### config.mk
export PLATFORM = sky130hd
export DESIGN_NAME = cpu_alu_branch_exec
export DESIGN_NICKNAME = d
export VERILOG_FILES = /design/src/rtl/cpu_exec_pkg.sv /design/src/rtl/work_reg_file.sv /design/src/rtl/cpu_alu_branch_exec.sv
export SDC_FILE = /design/constraint.sdc
export NUM_CORES = 1
export LEC_CHECK = 0
export ABC_CLOCK_PERIOD_IN_PS = 7900
export BUFFER_PORTS_ARGS = -buffer_cell sky130_fd_sc_hd__buf_4
export CAP_MARGIN = 5
export CELL_PAD_IN_SITES_DETAIL_PLACEMENT = 2
export CELL_PAD_IN_SITES_GLOBAL_PLACEMENT = 2
export CORE_ASPECT_RATIO = 1.2
export CORE_MARGIN = 3
export CORE_UTILIZATION = 40
export DETAILED_ROUTE_END_ITERATION = 16
export GPL_TIMING_DRIVEN = 0
export PLACE_DENSITY = 0.89
export SETUP_SLACK_MARGIN = 0.3
export SLEW_MARGIN = 10
export SYNTH_ARGS = -nofsm -noshare
export SYNTH_HDL_FRONTEND = slang
export SYNTH_SLANG_ARGS = --single-unit
### constraint.sdc
create_clock -name sys_clk -period 7.9 [get_ports sys_clk]
set_input_delay 1.975 -clock sys_clk [delete_from_list [all_inputs] [get_ports sys_clk]]
set_output_delay 1.975 -clock sys_clk [all_outputs]
set_load 0.02 [all_outputs]
### src/rtl/cpu_exec_pkg.sv
// constants, types and arithmetic helpers of the execution unit
// assumes one core clock and a decoder that fills op_req_t
package cpu_exec_pkg;

	localparam int CLK_PERIOD_NS = 10;

	// status flag bit positions
	localparam int FLAG_C = 0;
	localparam int FLAG_Z = 1;
	localparam int FLAG_N = 2;
	localparam int FLAG_V = 3;
	localparam int FLAG_S = 4;
	localparam int FLAG_H = 5;
	localparam int FLAG_T = 6;
	localparam int FLAG_I = 7;

	localparam logic [7:0] FLAGS_RESET = 8'h00;
	localparam logic [15:0] PC_RESET = 16'h0000;
	localparam logic [7:0] ALL_ONES = 8'hff;
	localparam logic [7:0] ALL_ZERO = 8'h00;
	localparam logic [4:0] PTR_LO_IDX = 5'h1e;
	localparam logic [4:0] PTR_HI_IDX = 5'h1f;
	localparam logic [5:0] IO_BIT_MAX = 6'h1f;

	// cycle counts
	localparam logic [2:0] CYC_ONE = 3'h1;
	localparam logic [2:0] CYC_WORD = 3'h2;
	localparam logic [2:0] CYC_JUMP = 3'h2;
	localparam logic [2:0] CYC_CALL = 3'h3;
	localparam logic [2:0] CYC_RET = 3'h4;
	localparam logic [2:0] CYC_IO_BIT = 3'h2;
	localparam logic [2:0] CYC_TAKEN = 3'h2;
	localparam logic [2:0] CYC_SKIP1 = 3'h2;
	localparam logic [2:0] CYC_SKIP2 = 3'h3;

	// use_imm turns the register forms into their constant forms
	typedef enum logic [5:0] {
		add_plain, add_carry, minus, minus_with_borrow, word_immediate_sum, word_immediate_minus,
		conjunction, disjunction, exclusive_disjunction, mask_bits_low, bit_invert, arith_inverse,
		increment, decrement, zero_sign_check, zero_fill, all_ones_fill, compare, compare_borrow,
		equal_skip, skip_reg_bit_low, skip_reg_bit_high, io_skip_low, io_skip_high,
		relative_jump, pointer_jump, relative_subroutine_entry, pointer_subroutine_entry,
		routine_exit, irq_exit, flag_high_branch, flag_low_branch, signed_ge_branch,
		signed_lt_branch, io_bit_high, io_bit_low, shift_up, shift_down, rotate_up_carry,
		rotate_down_carry
	} op_t;

	typedef struct packed {
		op_t code;
		logic use_imm;
		logic [4:0] rd;
		logic [4:0] rr;
		logic [7:0] imm;
		logic [2:0] sel;
		logic [11:0] offset;
		logic [5:0] io_addr;
	} op_req_t;

	typedef struct packed {
		logic [7:0] res;
		logic c;
		logic h;
		logic v;
	} alu_t;

	typedef struct packed {
		logic we;
		logic [5:0] addr;
		logic [2:0] sel;
		logic val;
	} io_bit_wr_t;

	typedef struct packed {
		logic push;
		logic pop;
		logic [15:0] wdata;
	} stack_req_t;

	function automatic alu_t add8(input logic [7:0] a, input logic [7:0] b, input logic cin);
		alu_t r;
		logic [8:0] s;
		logic [4:0] l;
		s = {1'b0, a} + {1'b0, b} + {8'h00, cin};
		l = {1'b0, a[3:0]} + {1'b0, b[3:0]} + {4'h0, cin};
		r.res = s[7:0];
		r.c = s[8];
		r.h = l[4];
		r.v = (a[7] == b[7]) && (s[7] != a[7]);
		return r;
	endfunction

	function automatic alu_t sub8(input logic [7:0] a, input logic [7:0] b, input logic bin);
		alu_t r;
		logic [8:0] s;
		logic [4:0] l;
		s = {1'b0, a} - {1'b0, b} - {8'h00, bin};
		l = {1'b0, a[3:0]} - {1'b0, b[3:0]} - {4'h0, bin};
		r.res = s[7:0];
		r.c = s[8];
		r.h = l[4];
		r.v = (a[7] != b[7]) && (s[7] != a[7]);
		return r;
	endfunction

	function automatic logic [15:0] rel_target(input logic [15:0] pc, input logic [11:0] k);
		return pc + {{4{k[11]}}, k} + 16'h0001;
	endfunction

endpackage

### src/rtl/work_reg_file.sv
// 32 x 8 working registers, two registered read ports, one write port
// assumes reads are issued one cycle before the data is used
`timescale 1ns/1ps
module work_reg_file (
	input wire logic sys_clk,
	input wire logic rst_n,
	input wire logic [4:0] raddr_a,
	input wire logic [4:0] raddr_b,
	output logic [7:0] rdata_a,
	output logic [7:0] rdata_b,
	input wire logic we,
	input wire logic [4:0] waddr,
	input wire logic [7:0] wdata
);
	logic [7:0] mem [0:31];

	always_ff @(posedge sys_clk) begin
		if (we) begin
			mem[waddr] <= wdata;
		end
	end

	always_ff @(posedge sys_clk or negedge rst_n) begin
		if (!rst_n) begin
			rdata_a <= 8'h00;
			rdata_b <= 8'h00;
		end else begin
			rdata_a <= mem[raddr_a];
			rdata_b <= mem[raddr_b];
		end
	end
endmodule

### src/rtl/cpu_alu_branch_exec.sv
// execution unit: arithmetic, logic, shifts, flags, jumps, calls, skips, branches, io bit ops
// assumes a decoder upstream, a stack and an io space outside answering in the same cycle
`timescale 1ns/1ps
module cpu_alu_branch_exec (
	input wire logic sys_clk,
	input wire logic rst_n,
	input wire logic op_valid,
	output logic op_ready,
	input wire cpu_exec_pkg::op_req_t op_req,
	output logic op_done,
	input wire logic next_two_word,
	output logic [15:0] prog_counter,
	output logic [7:0] status_flags,
	output cpu_exec_pkg::io_bit_wr_t io_bus,
	input wire logic [7:0] io_rdata,
	output logic io_fault,
	output cpu_exec_pkg::stack_req_t stack_req,
	input wire logic [15:0] stack_rdata
);
	import cpu_exec_pkg::*;

	typedef enum {st_idle, st_exec, st_stall} state_t;

	state_t st_q, st_d;
	op_req_t op_q, op_d;
	logic [2:0] cnt_q, cnt_d;
	logic [15:0] pc_q, pc_d;
	logic [7:0] flags_q, flags_d;
	logic [7:0] hi_q, hi_d;
	logic hi_pend_q, hi_pend_d;
	io_bit_wr_t io_q, io_d;
	stack_req_t stk_q, stk_d;
	logic fault_q, fault_d;
	logic [4:0] raddr_a, raddr_b;
	logic [7:0] rdata_a, rdata_b;
	logic rf_we;
	logic [4:0] rf_waddr;
	logic [7:0] rf_wdata;
	logic [7:0] opb;
	logic [2:0] cyc;
	alu_t r;
	logic [7:0] fmask;
	logic [7:0] newf;
	logic [16:0] wsum;
	logic take;
	logic io_ok;
	logic accept;

	work_reg_file u_regs (
		.sys_clk(sys_clk),
		.rst_n(rst_n),
		.raddr_a(raddr_a),
		.raddr_b(raddr_b),
		.rdata_a(rdata_a),
		.rdata_b(rdata_b),
		.we(rf_we),
		.waddr(rf_waddr),
		.wdata(rf_wdata)
	);

	assign op_ready = (st_q == st_idle);
	assign accept = op_valid && op_ready;
	assign op_done = (st_q == st_exec && cyc == CYC_ONE) || (st_q == st_stall && cnt_q == 3'h1);
	assign prog_counter = pc_q;
	assign status_flags = flags_q;
	assign io_bus = io_q;
	assign stack_req = stk_q;
	assign io_fault = fault_q;
	assign opb = op_q.use_imm ? op_q.imm : rdata_b;
	assign io_ok = (op_q.io_addr <= IO_BIT_MAX);

	// operand read addresses are taken from the request in the accept cycle
	always_comb begin
		raddr_a = op_req.rd;
		raddr_b = op_req.rr;
		if (op_req.code == word_immediate_sum || op_req.code == word_immediate_minus) begin
			raddr_b = op_req.rd + 5'h01;
		end else if (op_req.code == pointer_jump || op_req.code == pointer_subroutine_entry) begin
			raddr_a = PTR_LO_IDX;
			raddr_b = PTR_HI_IDX;
		end
	end

	// datapath result and which flags it owns
	always_comb begin
		r = '{res: rdata_a, c: 1'b0, h: 1'b0, v: 1'b0};
		fmask = 8'h00;
		wsum = 17'h00000;
		case (op_q.code)
			add_plain, add_carry: begin
				r = add8(rdata_a, opb, op_q.code == add_carry && flags_q[FLAG_C]);
				fmask = 8'h2f;
			end
			minus, minus_with_borrow: begin
				r = sub8(rdata_a, opb, op_q.code == minus_with_borrow && flags_q[FLAG_C]);
				fmask = 8'h2f;
			end
			compare, compare_borrow: begin
				r = sub8(rdata_a, opb, op_q.code == compare_borrow && flags_q[FLAG_C]);
				fmask = 8'h2f;
			end
			word_immediate_sum, word_immediate_minus: begin
				if (op_q.code == word_immediate_sum) begin
					wsum = {1'b0, rdata_b, rdata_a} + {11'h000, op_q.imm[5:0]};
					r.v = !rdata_b[7] && wsum[15];
				end else begin
					wsum = {1'b0, rdata_b, rdata_a} - {11'h000, op_q.imm[5:0]};
					r.v = rdata_b[7] && !wsum[15];
				end
				r.res = wsum[7:0];
				r.c = wsum[16];
				fmask = 8'h1f;
			end
			conjunction: begin
				r.res = rdata_a & opb;
				fmask = 8'h0e;
			end
			disjunction: begin
				r.res = rdata_a | opb;
				fmask = 8'h0e;
			end
			exclusive_disjunction: begin
				r.res = rdata_a ^ opb;
				fmask = 8'h0e;
			end
			mask_bits_low: begin
				r.res = rdata_a & (ALL_ONES - op_q.imm);
				fmask = 8'h0e;
			end
			bit_invert: begin
				r.res = ALL_ONES - rdata_a;
				r.c = 1'b1;
				fmask = 8'h0f;
			end
			arith_inverse: begin
				r = sub8(ALL_ZERO, rdata_a, 1'b0);
				fmask = 8'h2f;
			end
			increment: begin
				r.res = rdata_a + 8'h01;
				r.v = (rdata_a == 8'h7f);
				fmask = 8'h0e;
			end
			decrement: begin
				r.res = rdata_a - 8'h01;
				r.v = (rdata_a == 8'h80);
				fmask = 8'h0e;
			end
			zero_sign_check: fmask = 8'h0e;
			zero_fill: begin
				r.res = ALL_ZERO;
				fmask = 8'h0e;
			end
			all_ones_fill: r.res = ALL_ONES;
			shift_up, rotate_up_carry: begin
				r.res = {rdata_a[6:0], op_q.code == rotate_up_carry && flags_q[FLAG_C]};
				r.c = rdata_a[7];
				r.v = r.res[7] ^ r.c;
				fmask = 8'h0f;
			end
			shift_down, rotate_down_carry: begin
				r.res = {op_q.code == rotate_down_carry && flags_q[FLAG_C], rdata_a[7:1]};
				r.c = rdata_a[0];
				r.v = r.res[7] ^ r.c;
				fmask = 8'h0f;
			end
			default: fmask = 8'h00;
		endcase
		newf = 8'h00;
		newf[FLAG_C] = r.c;
		newf[FLAG_Z] = (op_q.code == word_immediate_sum || op_q.code == word_immediate_minus) ?
			(wsum[15:0] == 16'h0000) : (r.res == ALL_ZERO);
		newf[FLAG_N] = (op_q.code == word_immediate_sum || op_q.code == word_immediate_minus) ?
			wsum[15] : r.res[7];
		newf[FLAG_V] = r.v;
		newf[FLAG_S] = newf[FLAG_N] ^ r.v;
		newf[FLAG_H] = r.h;
	end

	// control flow decision and cycle count
	always_comb begin
		take = 1'b0;
		cyc = CYC_ONE;
		case (op_q.code)
			word_immediate_sum, word_immediate_minus: cyc = CYC_WORD;
			relative_jump, pointer_jump: cyc = CYC_JUMP;
			relative_subroutine_entry, pointer_subroutine_entry: cyc = CYC_CALL;
			routine_exit, irq_exit: cyc = CYC_RET;
			io_bit_high, io_bit_low: cyc = CYC_IO_BIT;
			equal_skip: take = (rdata_a == rdata_b);
			skip_reg_bit_low: take = !rdata_b[op_q.sel];
			skip_reg_bit_high: take = rdata_b[op_q.sel];
			io_skip_low: take = io_ok && !io_rdata[op_q.sel];
			io_skip_high: take = io_ok && io_rdata[op_q.sel];
			flag_high_branch: take = flags_q[op_q.sel];
			flag_low_branch: take = !flags_q[op_q.sel];
			signed_ge_branch: take = !(flags_q[FLAG_N] ^ flags_q[FLAG_V]);
			signed_lt_branch: take = flags_q[FLAG_N] ^ flags_q[FLAG_V];
			default: take = 1'b0;
		endcase
		if (take) begin
			if (op_q.code == flag_high_branch || op_q.code == flag_low_branch ||
				op_q.code == signed_ge_branch || op_q.code == signed_lt_branch) begin
				cyc = CYC_TAKEN;
			end else begin
				cyc = next_two_word ? CYC_SKIP2 : CYC_SKIP1;
			end
		end
	end

	// sequencing, register write back, pc and side effects
	always_comb begin
		st_d = st_q;
		op_d = op_q;
		cnt_d = cnt_q;
		pc_d = pc_q;
		flags_d = flags_q;
		hi_d = hi_q;
		hi_pend_d = 1'b0;
		io_d = io_q;
		io_d.we = 1'b0;
		stk_d = stk_q;
		stk_d.push = 1'b0;
		stk_d.pop = 1'b0;
		fault_d = 1'b0;
		rf_we = 1'b0;
		rf_waddr = op_q.rd;
		rf_wdata = r.res;
		case (st_q)
			st_idle: begin
				if (accept) begin
					op_d = op_req;
					io_d.addr = op_req.io_addr;
					st_d = st_exec;
				end
			end
			st_exec: begin
				flags_d = (flags_q & ~fmask) | (newf & fmask);
				rf_we = (fmask != 8'h00 || op_q.code == all_ones_fill) &&
					op_q.code != compare && op_q.code != compare_borrow;
				pc_d = pc_q + {13'h0000, cyc};
				case (op_q.code)
					word_immediate_sum, word_immediate_minus: begin
						hi_d = wsum[15:8];
						hi_pend_d = 1'b1;
					end
					relative_jump: pc_d = rel_target(pc_q, op_q.offset);
					pointer_jump: pc_d = {rdata_b, rdata_a};
					relative_subroutine_entry, pointer_subroutine_entry: begin
						pc_d = (op_q.code == pointer_subroutine_entry) ? {rdata_b, rdata_a} :
							rel_target(pc_q, op_q.offset);
						stk_d.push = 1'b1;
						stk_d.wdata = pc_q + 16'h0001;
					end
					routine_exit, irq_exit: begin
						stk_d.pop = 1'b1;
						flags_d[FLAG_I] = flags_q[FLAG_I] || (op_q.code == irq_exit);
					end
					flag_high_branch, flag_low_branch, signed_ge_branch, signed_lt_branch: begin
						pc_d = take ? rel_target(pc_q, op_q.offset) : pc_q + 16'h0001;
					end
					io_bit_high, io_bit_low: begin
						io_d.we = io_ok;
						io_d.sel = op_q.sel;
						io_d.val = (op_q.code == io_bit_high);
						fault_d = !io_ok;
						pc_d = pc_q + 16'h0001;
					end
					io_skip_low, io_skip_high: fault_d = !io_ok;
					default: begin
					end
				endcase
				if (cyc == CYC_ONE) begin
					st_d = st_idle;
				end else begin
					cnt_d = cyc - 3'h1;
					st_d = st_stall;
				end
			end
			st_stall: begin
				if (hi_pend_q) begin
					rf_we = 1'b1;
					rf_waddr = op_q.rd + 5'h01;
					rf_wdata = hi_q;
				end
				if (stk_q.pop) begin
					pc_d = stack_rdata;
				end
				cnt_d = cnt_q - 3'h1;
				if (cnt_q == 3'h1) begin
					st_d = st_idle;
				end
			end
			default: st_d = st_idle;
		endcase
	end

	always_ff @(posedge sys_clk or negedge rst_n) begin
		if (!rst_n) begin
			st_q <= st_idle;
			op_q <= '0;
			cnt_q <= 3'h0;
			pc_q <= PC_RESET;
			flags_q <= FLAGS_RESET;
			hi_q <= 8'h00;
			hi_pend_q <= 1'b0;
			io_q <= '0;
			stk_q <= '0;
			fault_q <= 1'b0;
		end else begin
			st_q <= st_d;
			op_q <= op_d;
			cnt_q <= cnt_d;
			pc_q <= pc_d;
			flags_q <= flags_d;
			hi_q <= hi_d;
			hi_pend_q <= hi_pend_d;
			io_q <= io_d;
			stk_q <= stk_d;
			fault_q <= fault_d;
		end
	end
endmodule

==> results of run 1 <==
## power groups by stage
stage / registers, uW / clock network [uW] / logic [uW]
after floorplan: 3230 / 0 / 3070
after global placement: 3270 / 0 / 4860
after detailed placement: 3240 / 0 / 5400
after CTS: 3210 / 2200 / 5490
after global routing: 3250 / 2280 / 5950
final: 3230 / 2190 / 5620
## sequential cells by signal (all words and copies together), names as in the netlist, named ones only
| signal | count |
|---|---|
| prog_counter | 16 |
| hi_pend_q | 1 |
| u_regs.mem | 256 |
| st_q | 2 |
| io_bus | 11 |
| u_regs.rdata_a | 8 |
| io_fault | 1 |
| cnt_q | 3 |
| hi_q | 8 |
| status_flags | 1 |
| stack_req | 18 |
| op_q | 35 |
| u_regs.rdata_b | 8 |
## area by class of cell
cell class	instances	area (um2)
multi-input cells	1807	11800
flip-flops and latches	374	10600
plain buffers	176	752
clock buffers	53	1180
inverters	56	210
diodes	1	2.50
fillers	6053	30400
repair buffers	134	1130
well taps	735	920
clock inverters	27	344
## worst register-to-register path, stage by stage, from the launching register on
cell      delay (ns)
dfrtp_1         0.36
clkbuf_1        0.18
clkbuf_1        0.31
buf_2           0.30
or3_1           0.52
nor2_1          0.49
ha_1            0.37
a211oi_1        0.30
o21bai_1        0.12
a21o_1          0.21
a31oi_1         0.22
xnor2_1         0.25
nand2_1         0.09
mux2_2          0.28
o211a_1         0.32
a21oi_4         0.85
## per-layer routing
metal  vias up  wire [um]  part of all wire
met3       422       7540             0.067
met2      1115      54200              0.48
met4         0       9620             0.086
met5         -          0                 0
met1     11360      40600              0.36
li1       9356          -                 -
## synthesized netlist by cell type, types with 38 or more instances
cell type,instances
xnor2_1,56
and2_1,41
nand3_1,110
a311oi_1,50
edfxtp_1,256
o22ai_1,55
mux2_2,63
dfrtp_1,118
clkbuf_1,118
ha_1,80
o21ai_0,113
inv_1,54
a31oi_1,67
nor3_1,38
a211oi_1,50
nor2_1,134
nand2_1,420
a21oi_1,99
and3_1,52
## logic make-up (layout without fill, tap and decap cells)
| logic type | count (synthesis) | after routing | synth area share |
|---|---|---|---|
| compound gates | 609 | 609 | 0.176 |
| xor+xnor | 91 | 91 | 0.0354 |
| fa+ha+maj | 89 | 89 | 0.0502 |
| buf+inv | 232 | 446 | 0.0412 |
| flops | 374 | 374 | 0.456 |
| mux | 97 | 97 | 0.0563 |
| other cells | 1 | 2 | 0.000161 |
| simple gates | 920 | 920 | 0.184 |
## worst min-delay path by stage
stage | startpoint | end | slack (ns) | depth (start not counted)
finish | hi_q[7] | hi_q[7] | 0.51 | 1
global route | stack_req[6] | stack_req[6] | 0.52 | 1
CTS | hi_q[7] | hi_q[7] | 0.51 | 1
detailed placement | hi_q[6] | hi_q[6] | 0.48 | 2
global placement | hi_q[5] | hi_q[5] | 0.47 | 2
floorplan | hi_q[2] | hi_q[2] | 0.45 | 2
## stage by stage
stage	instance area [um2]	power, uW	hold WS (ns)	setup TNS [ns]	worst slack [ns]
floorplan	23300	6300	0.446	0	1.88
global placement	25200	8130	0.466	-30.35	-0.510
detailed placement	25400	8640	0.478	0	1.12
CTS	27000	10900	0.510	0	1.10
global route	27000	11500	0.521	0	0.914
finish	27000	11000	0.505	0	1.10
==> results.cfg, run 1 <==
[critical_path]
r2r_slack_ns = 2.35
crit_path_max_incr_delay_ns = 0.53
cp-start-kind = primary input
reg2reg_to = u_regs.mem[21][7]
setup.worst_path.end_class = output pin
crit_cells = 13
worstPathMaxFanout = 5
reg2reg_from = op_q[41]
critical_path_buf_inv_count = 3
cp_slowest_cell = or3_1
crit_end = op_done
critical_path_class = in2out
required_ns = 5.93
cp_cell_sequence = buf_4 > mux4_2 > mux2i_1 > o21ai_0 > a21oi_1 > nand4bb_1 > nand3_1 > or3_1 > inv_1 > ha_1 > nand3_1 > nand2_1 > buf_4
worstSetupStartpoint = io_rdata[3]
cp_top_family = simple AND/OR/NAND/NOR gates
r2r_cells = 15
cp.arrival_ns = 4.83

[cts]
holdBufCountCts = 0
cts_setup_buffers = 0
cts-root-buf = clkbuf_16
clock_latency_ns = 0.59
clock_path_buffers = 3
cts_tree = built
path_clk_slew_ns = 0.06
cts_resized = 0
cts_buffers = 44
cts_sinks = 374
cts_max_level = 2

[drt]
ant_nets = 0
viasPerCell = 6.62
vias = 22253
first_iter_violations = 2264
route.detailed.drc = 0
wirelength_um = 112000
wl_per_cell_um = 33.3
drt_first_pass_iters = 6

[timing]
finClkSkew_ns = 0.0177
worstMarginPinSlew_ns = 1.33
grt_setup_unrepaired = no
drv_slew = 0
final.period_utilization = 0.861
max_freq_mhz = 147
fin_crit_ns = 6.80
max_slew_margin = 0.112
setup_viol = 0
hold_violations = 0

[yosys]
synth_seq_area_share = 0.456
ys_ff_latch = 374
yosys.area.top_type = edfxtp_1
synth.distinct_cells = 95
synth_area_per_cell_um2 = 9.67
async_reset_ff_frac = 0.316
synth_area_leaders = edfxtp_1, dfrtp_1, nand2_1
synth_cells = 2413
synth_area_um2 = 23300
synth.top_cell.area_share = 0.330
synth-edff-count = 256
syn_nets = 2575
synth_warnings = 0
synth_ff_type = edfxtp_1

[grt]
grtUsageMet3 = 0.0595
grt_util_met2 = 0.607
grt_max_degree = 73
grt_pass1_vias = 24401
grt_overflow = 0
track_usage = 0.359
grtUsageMet1 = 0.408
grt_antenna_before_repair = 0
grt-busiest-layer = met2
grt_pass1_wl_um = 163000

[placed_design]
place_congestion = 1.02
port_buffers = 128
dp_hpwl_um = 83800
placedCellCount = 3282

[finish]
syn_to_final_growth_pct = 15.7
stdcell_count = 3363
fin_util = 0.470
final_common_cell = nand2_1
layout_common_cells = nand2_1, edfxtp_1, buf_4
final_layout_size_suffix_gt1_frac = 0.136
fin_nets = 2755

[power_and_ir_drop]
p_seq_frac = 0.293
p_int_uw = 6030
powerDensity_nw_per_um2 = 409
peakVddDrop_mv = 0.192
leakage_uw = 0.0103
p_sw_frac = 0.454
clock_power_share = 0.198
switching_power_uw = 5000
combPwrFrac = 0.509

[floorplan]
num_rows = 96
start_util = 0.406
core_um2 = 57400
die_w_um = 226
io_pins = 130
die-area_um2 = 61300
die_h_um = 271

[job]
max_cap_violations = 0

[hold_path]
worstHoldPathType = reg2reg

[run_status]
status = complete, no violations
No activity file was read; power rests on OpenSTA's default activity.
==> run 2: changes to the inputs <==
RECOVER_POWER = 25   (was default)
==> run 2 against run 1 <==
Net effect: the flow now finishes with violations (capacitance limit, slew limit); die area unchanged; critical path depth unchanged; clock skew increased by 0.0021 ns; largest power group unchanged; critical endpoint unchanged; clock power about the same; via count increased by 0.24%; critical path type unchanged; first-iteration DRC count increased by 1.9%; global-route usage unchanged; sequential share of layout area increased by 0.17 points; combinational power decreased by 1%.
==> results.cfg, run 2 (synthesized netlist as in run 1, its figures left out) <==
[timing]
worstMarginPinSlew_ns = 4.44
setup_ws_ns = 1.08
max_slew_margin = -1.96
hold_violations = 0
drv_slew = 72
fin_crit_ns = 6.82
finClkSkew_ns = 0.0198
grt_setup_unrepaired = no
final.period_utilization = 0.863
setup_viol = 0
max_freq_mhz = 147

[floorplan]
start_util = 0.406
die-area_um2 = 61300
die_h_um = 271
num_rows = 96
core_um2 = 57400
die_w_um = 226
io_pins = 130

[power_and_ir_drop]
powerDensity_nw_per_um2 = 409
peakVddDrop_mv = 0.198
leakage_uw = 0.0101

[critical_path]
critical_path_class = in2out
worstSetupStartpoint = io_rdata[3]
r2r_cells = 15
r2r_slack_ns = 2.20
reg2reg_from = op_q[41]
worstPathMaxFanout = 5
crit_end = op_done
setup.worst_path.end_class = output pin
cp-start-kind = primary input
reg2reg_to = u_regs.mem[21][7]
cp.arrival_ns = 4.85
required_ns = 5.93

[cts]
cts_sinks = 374
cts-root-buf = clkbuf_16
path_clk_slew_ns = 0.06
cts_setup_buffers = 0
clock_latency_ns = 0.59
cts_max_level = 2
holdBufCountCts = 0
cts_resized = 0
cts_buffers = 44
clock_path_buffers = 3
cts_tree = built

[finish]
fill_cells = 6075
syn_to_final_growth_pct = 15.2
layout_common_cells = nand2_1, edfxtp_1, clkbuf_1
final_common_cell = nand2_1
largest_reg_flops = 256
final_layout_size_suffix_gt1_frac = 0.123
largest_register = u_regs.mem
fin_util = 0.468
fin_nets = 2755

[drt]
route.met3.wl_um = 7510
topRoutingLayerUsed = met4
wirelength_um = 112000
first_iter_violations = 2308
ant_nets = 0
wl_met2_um = 54000
wl_met1_um = 40700
vias = 22306
drt_first_pass_iters = 5
viasPerCell = 6.63
wl_per_cell_um = 33.2
route.detailed.drc = 0

[grt]
grt_pass1_vias = 24401
grt_max_degree = 73
track_usage = 0.359
grt_antenna_before_repair = 0
grt_overflow = 0
grt_pass1_wl_um = 163000

[placed_design]
dp_hpwl_um = 83800
dp_slack_ns = 1.12
port_buffers = 128
place_congestion = 1.02

[run_status]
violations = capacitance limit, slew limit
status = complete, but fails checks

[job]
max_cap_violations = 1

[hold_path]
worstHoldPathType = reg2reg
run 2: routing by layer:
| metal | vias up | track usage |
|---|---|---|
| met2 | 1147 | 0.607 |
| met1 | 11375 | 0.408 |
| met5 | - | 0 |
| met3 | 432 | 0.0595 |
| li1 | 9352 | - |
| met4 | 0 | 0.258 |
run 2: report_power, final:
group	internal (uW)	switching (uW)	leakage, uW	total [uW]
logic	1820	3750	0.00567	5560
registers	2860	368	0.00375	3230
clock network	1300	892	0.000724	2190
total	5970	5010	0.0101	11000
run 2: area by class of cell:
| type | instances | area (um2) | area share |
|---|---|---|---|
| clock inverters | 27 | 344 | 0.0128 |
| diodes | 1 | 2.50 | 0.0000931 |
| plain buffers | 176 | 751 | 0.0279 |
| inverters | 56 | 210 | 0.00782 |
| repair buffers | 134 | 1010 | 0.0377 |
| clock buffers | 53 | 1180 | 0.0438 |
| well taps | 735 | 920 | 0.0342 |
| multi-input cells | 1807 | 11800 | 0.440 |
| flip-flops and latches | 374 | 10600 | 0.396 |
run 2: worst min-delay path by stage:
stage / cells past startpoint / startpoint / endpoint / slack, ns
after floorplan: 2 / hi_q[2] / hi_q[2] / 0.45
after global placement: 2 / hi_q[5] / hi_q[5] / 0.47
after detailed placement: 2 / hi_q[6] / hi_q[6] / 0.48
after CTS: 1 / hi_q[7] / hi_q[7] / 0.51
after global routing: 1 / stack_req[6] / stack_req[6] / 0.52
final: 1 / stack_req[6] / stack_req[6] / 0.51
run 2: critical path: stages:
cell and delay (ns):
buf_4 0.11, mux4_2 0.47, mux2i_1 0.28, o21ai_0 0.15, a21oi_1 0.18, nand4bb_1 0.15, nand3_1 0.25, or3_1 0.53
inv_1 0.12, ha_1 0.18, nand3_1 0.12, nand2_1 0.16, buf_4 0.17
run 2: through the flow:
stage / setup TNS (ns) / cell area, um2 / hold slack, ns / std cells / total power, uW
2_1_floorplan: 0 / 23300 / 0.446 / 2413 / 6300
3_3_place_gp: -30.35 / 25200 / 0.466 / 3276 / 8130
3_5_place_dp: 0 / 25400 / 0.478 / 3282 / 8640
4_1_cts: 0 / 27000 / 0.510 / 3362 / 10900
5_1_grt: 0 / 26900 / 0.519 / 3362 / 11400
6_report: 0 / 26900 / 0.507 / 3363 / 11000
==> run 3: changes to the inputs <==
CTS_BUF_LIST = sky130_fd_sc_hd__clkbuf_8   (was default)
==> run 3 against run 2 <==
Net effect: the flow still finishes with violations (capacitance limit, slew limit); core utilization is 0.19 points lower; die area unchanged; clock-buffer cell count rose by 20; worst hold slack worse by 0.011 ns; highest routed layer is now met5; total power fell by 1.5%; final area fell by 0.40%.
==> results.cfg, run 3 (synthesized netlist as in run 1, its figures left out) <==
[cts]
cts_tree = built
cts_resized = 0
cts_sinks = 374
clock_path_buffers = 3
clock_latency_ns = 0.69
cts_max_level = 3
holdBufCountCts = 0
cts_buffers = 69
cts-root-buf = clkbuf_8
cts_setup_buffers = 0
path_clk_slew_ns = 0.06

[power_and_ir_drop]
peakVddDrop_mv = 0.262
powerDensity_nw_per_um2 = 404
leakage_uw = 0.0102

[drt]
wirelength_um = 113000
viasPerCell = 6.60
first_iter_violations = 2192
ant_nets = 0
wl_per_cell_um = 33.2
vias = 22479
drt_first_pass_iters = 6
route.detailed.drc = 0

[floorplan]
die_h_um = 271
io_pins = 130
die_w_um = 226
num_rows = 96
start_util = 0.406
core_um2 = 57400
die-area_um2 = 61300

[timing]
hold_violations = 0
worstMarginPinSlew_ns = 4.44
max_slew_margin = -1.96
finClkSkew_ns = 0.0471
setup_viol = 0
drv_slew = 72
fin_crit_ns = 6.83
grt_setup_unrepaired = no
max_freq_mhz = 146
setup_tns_ns = 0
final.period_utilization = 0.864
setup_ws_ns = 1.07

[hold_path]
holdPathEnd = hi_q[6]
min_path_cells = 2
worstHoldPathType = reg2reg
hold_start = hi_q[6]

[grt]
grt_max_degree = 73
grt_antenna_before_repair = 2
track_usage = 0.363
grt_pass1_wl_um = 165000
grt_overflow = 0
grt_pass1_vias = 24571

[job]
max_cap_violations = 1

[critical_path]
required_ns = 5.93
r2r_slack_ns = 2.19
reg2reg_to = u_regs.mem[4][7]
worstPathMaxFanout = 5
r2r_cells = 15
critical_path_class = in2out
cp.arrival_ns = 4.85
setup.worst_path.end_class = output pin
reg2reg_from = op_q[41]
cp-start-kind = primary input

[finish]
layout_common_cells = nand2_1, edfxtp_1, clkbuf_1
stdcell_count = 3408
final_common_cell = nand2_1
final_layout_size_suffix_gt1_frac = 0.135
syn_to_final_growth_pct = 14.7
fin_nets = 2780
largest_reg_flops = 256
multiInputGateArea_um2 = 11800
largest_register = u_regs.mem
fill_cells = 6156
final_cell_area_um2 = 26800
seq_area_um2 = 10600

[placed_design]
place_area_um2 = 25400
placedCellCount = 3282
place_congestion = 1.02
port_buffers = 128
dp_slack_ns = 1.12
dp_hpwl_um = 83800

[run_status]
violations = capacitance limit, slew limit
status = complete, but fails checks
[run 3: area by class of cell]
type                       count  share of cell area
sequential                   374               0.398
multi-input combinational   1807               0.441
clock buffer                  73              0.0375
tap                          735              0.0344
timing repair buffer         134              0.0381
buffer                       176              0.0280
antenna                        1           0.0000935
clock inverter                52              0.0150
inverter                      56             0.00785
[run 3: worst max-delay path: stages]
cell	delay (ns)
buf_4	0.11
mux4_2	0.47
mux2i_1	0.29
o21ai_0	0.15
a21oi_1	0.18
nand4bb_1	0.16
nand3_1	0.25
or3_1	0.53
inv_1	0.12
ha_1	0.17
nand3_1	0.11
nand2_1	0.16
buf_4	0.17
[run 3: report_power, final]
part / total, uW / switching [uW] / internal, uW
clock: 2010 / 945 / 1060
combinational: 5580 / 3760 / 1820
sequential: 3230 / 368 / 2860
[run 3: stage by stage]
stage | utilization | power, uW | hold WS [ns]
2_1_floorplan | - | 6300 | 0.446
3_3_place_gp | 0.439 | 8130 | 0.466
3_5_place_dp | 0.443 | 8640 | 0.478
4_1_cts | 0.468 | 10700 | 0.501
5_1_grt | 0.466 | 11300 | 0.525
6_report | 0.466 | 10800 | 0.496
[run 3: per-layer routing]
layer,GRT usage,vias to the layer above,part of all wire
met2,0.610,1122,0.48
met5,0,-,0.000080
met4,0.268,2,0.085
met1,0.409,11477,0.37
li1,-,9425,-
met3,0.0671,453,0.066
[run 3: worst max-delay path by stage]
stage                 from                 to  depth (start not counted)  slack [ns]
2_1_floorplan  io_rdata[3]            op_done                         11        1.88
3_3_place_gp      op_q[39]  u_regs.mem[20][2]                         13       -0.51
3_5_place_dp   io_rdata[3]            op_done                         13        1.12
4_1_cts        io_rdata[3]            op_done                         13        1.11
5_1_grt        io_rdata[3]            op_done                         13        0.96
6_report       io_rdata[3]            op_done                         13        1.07
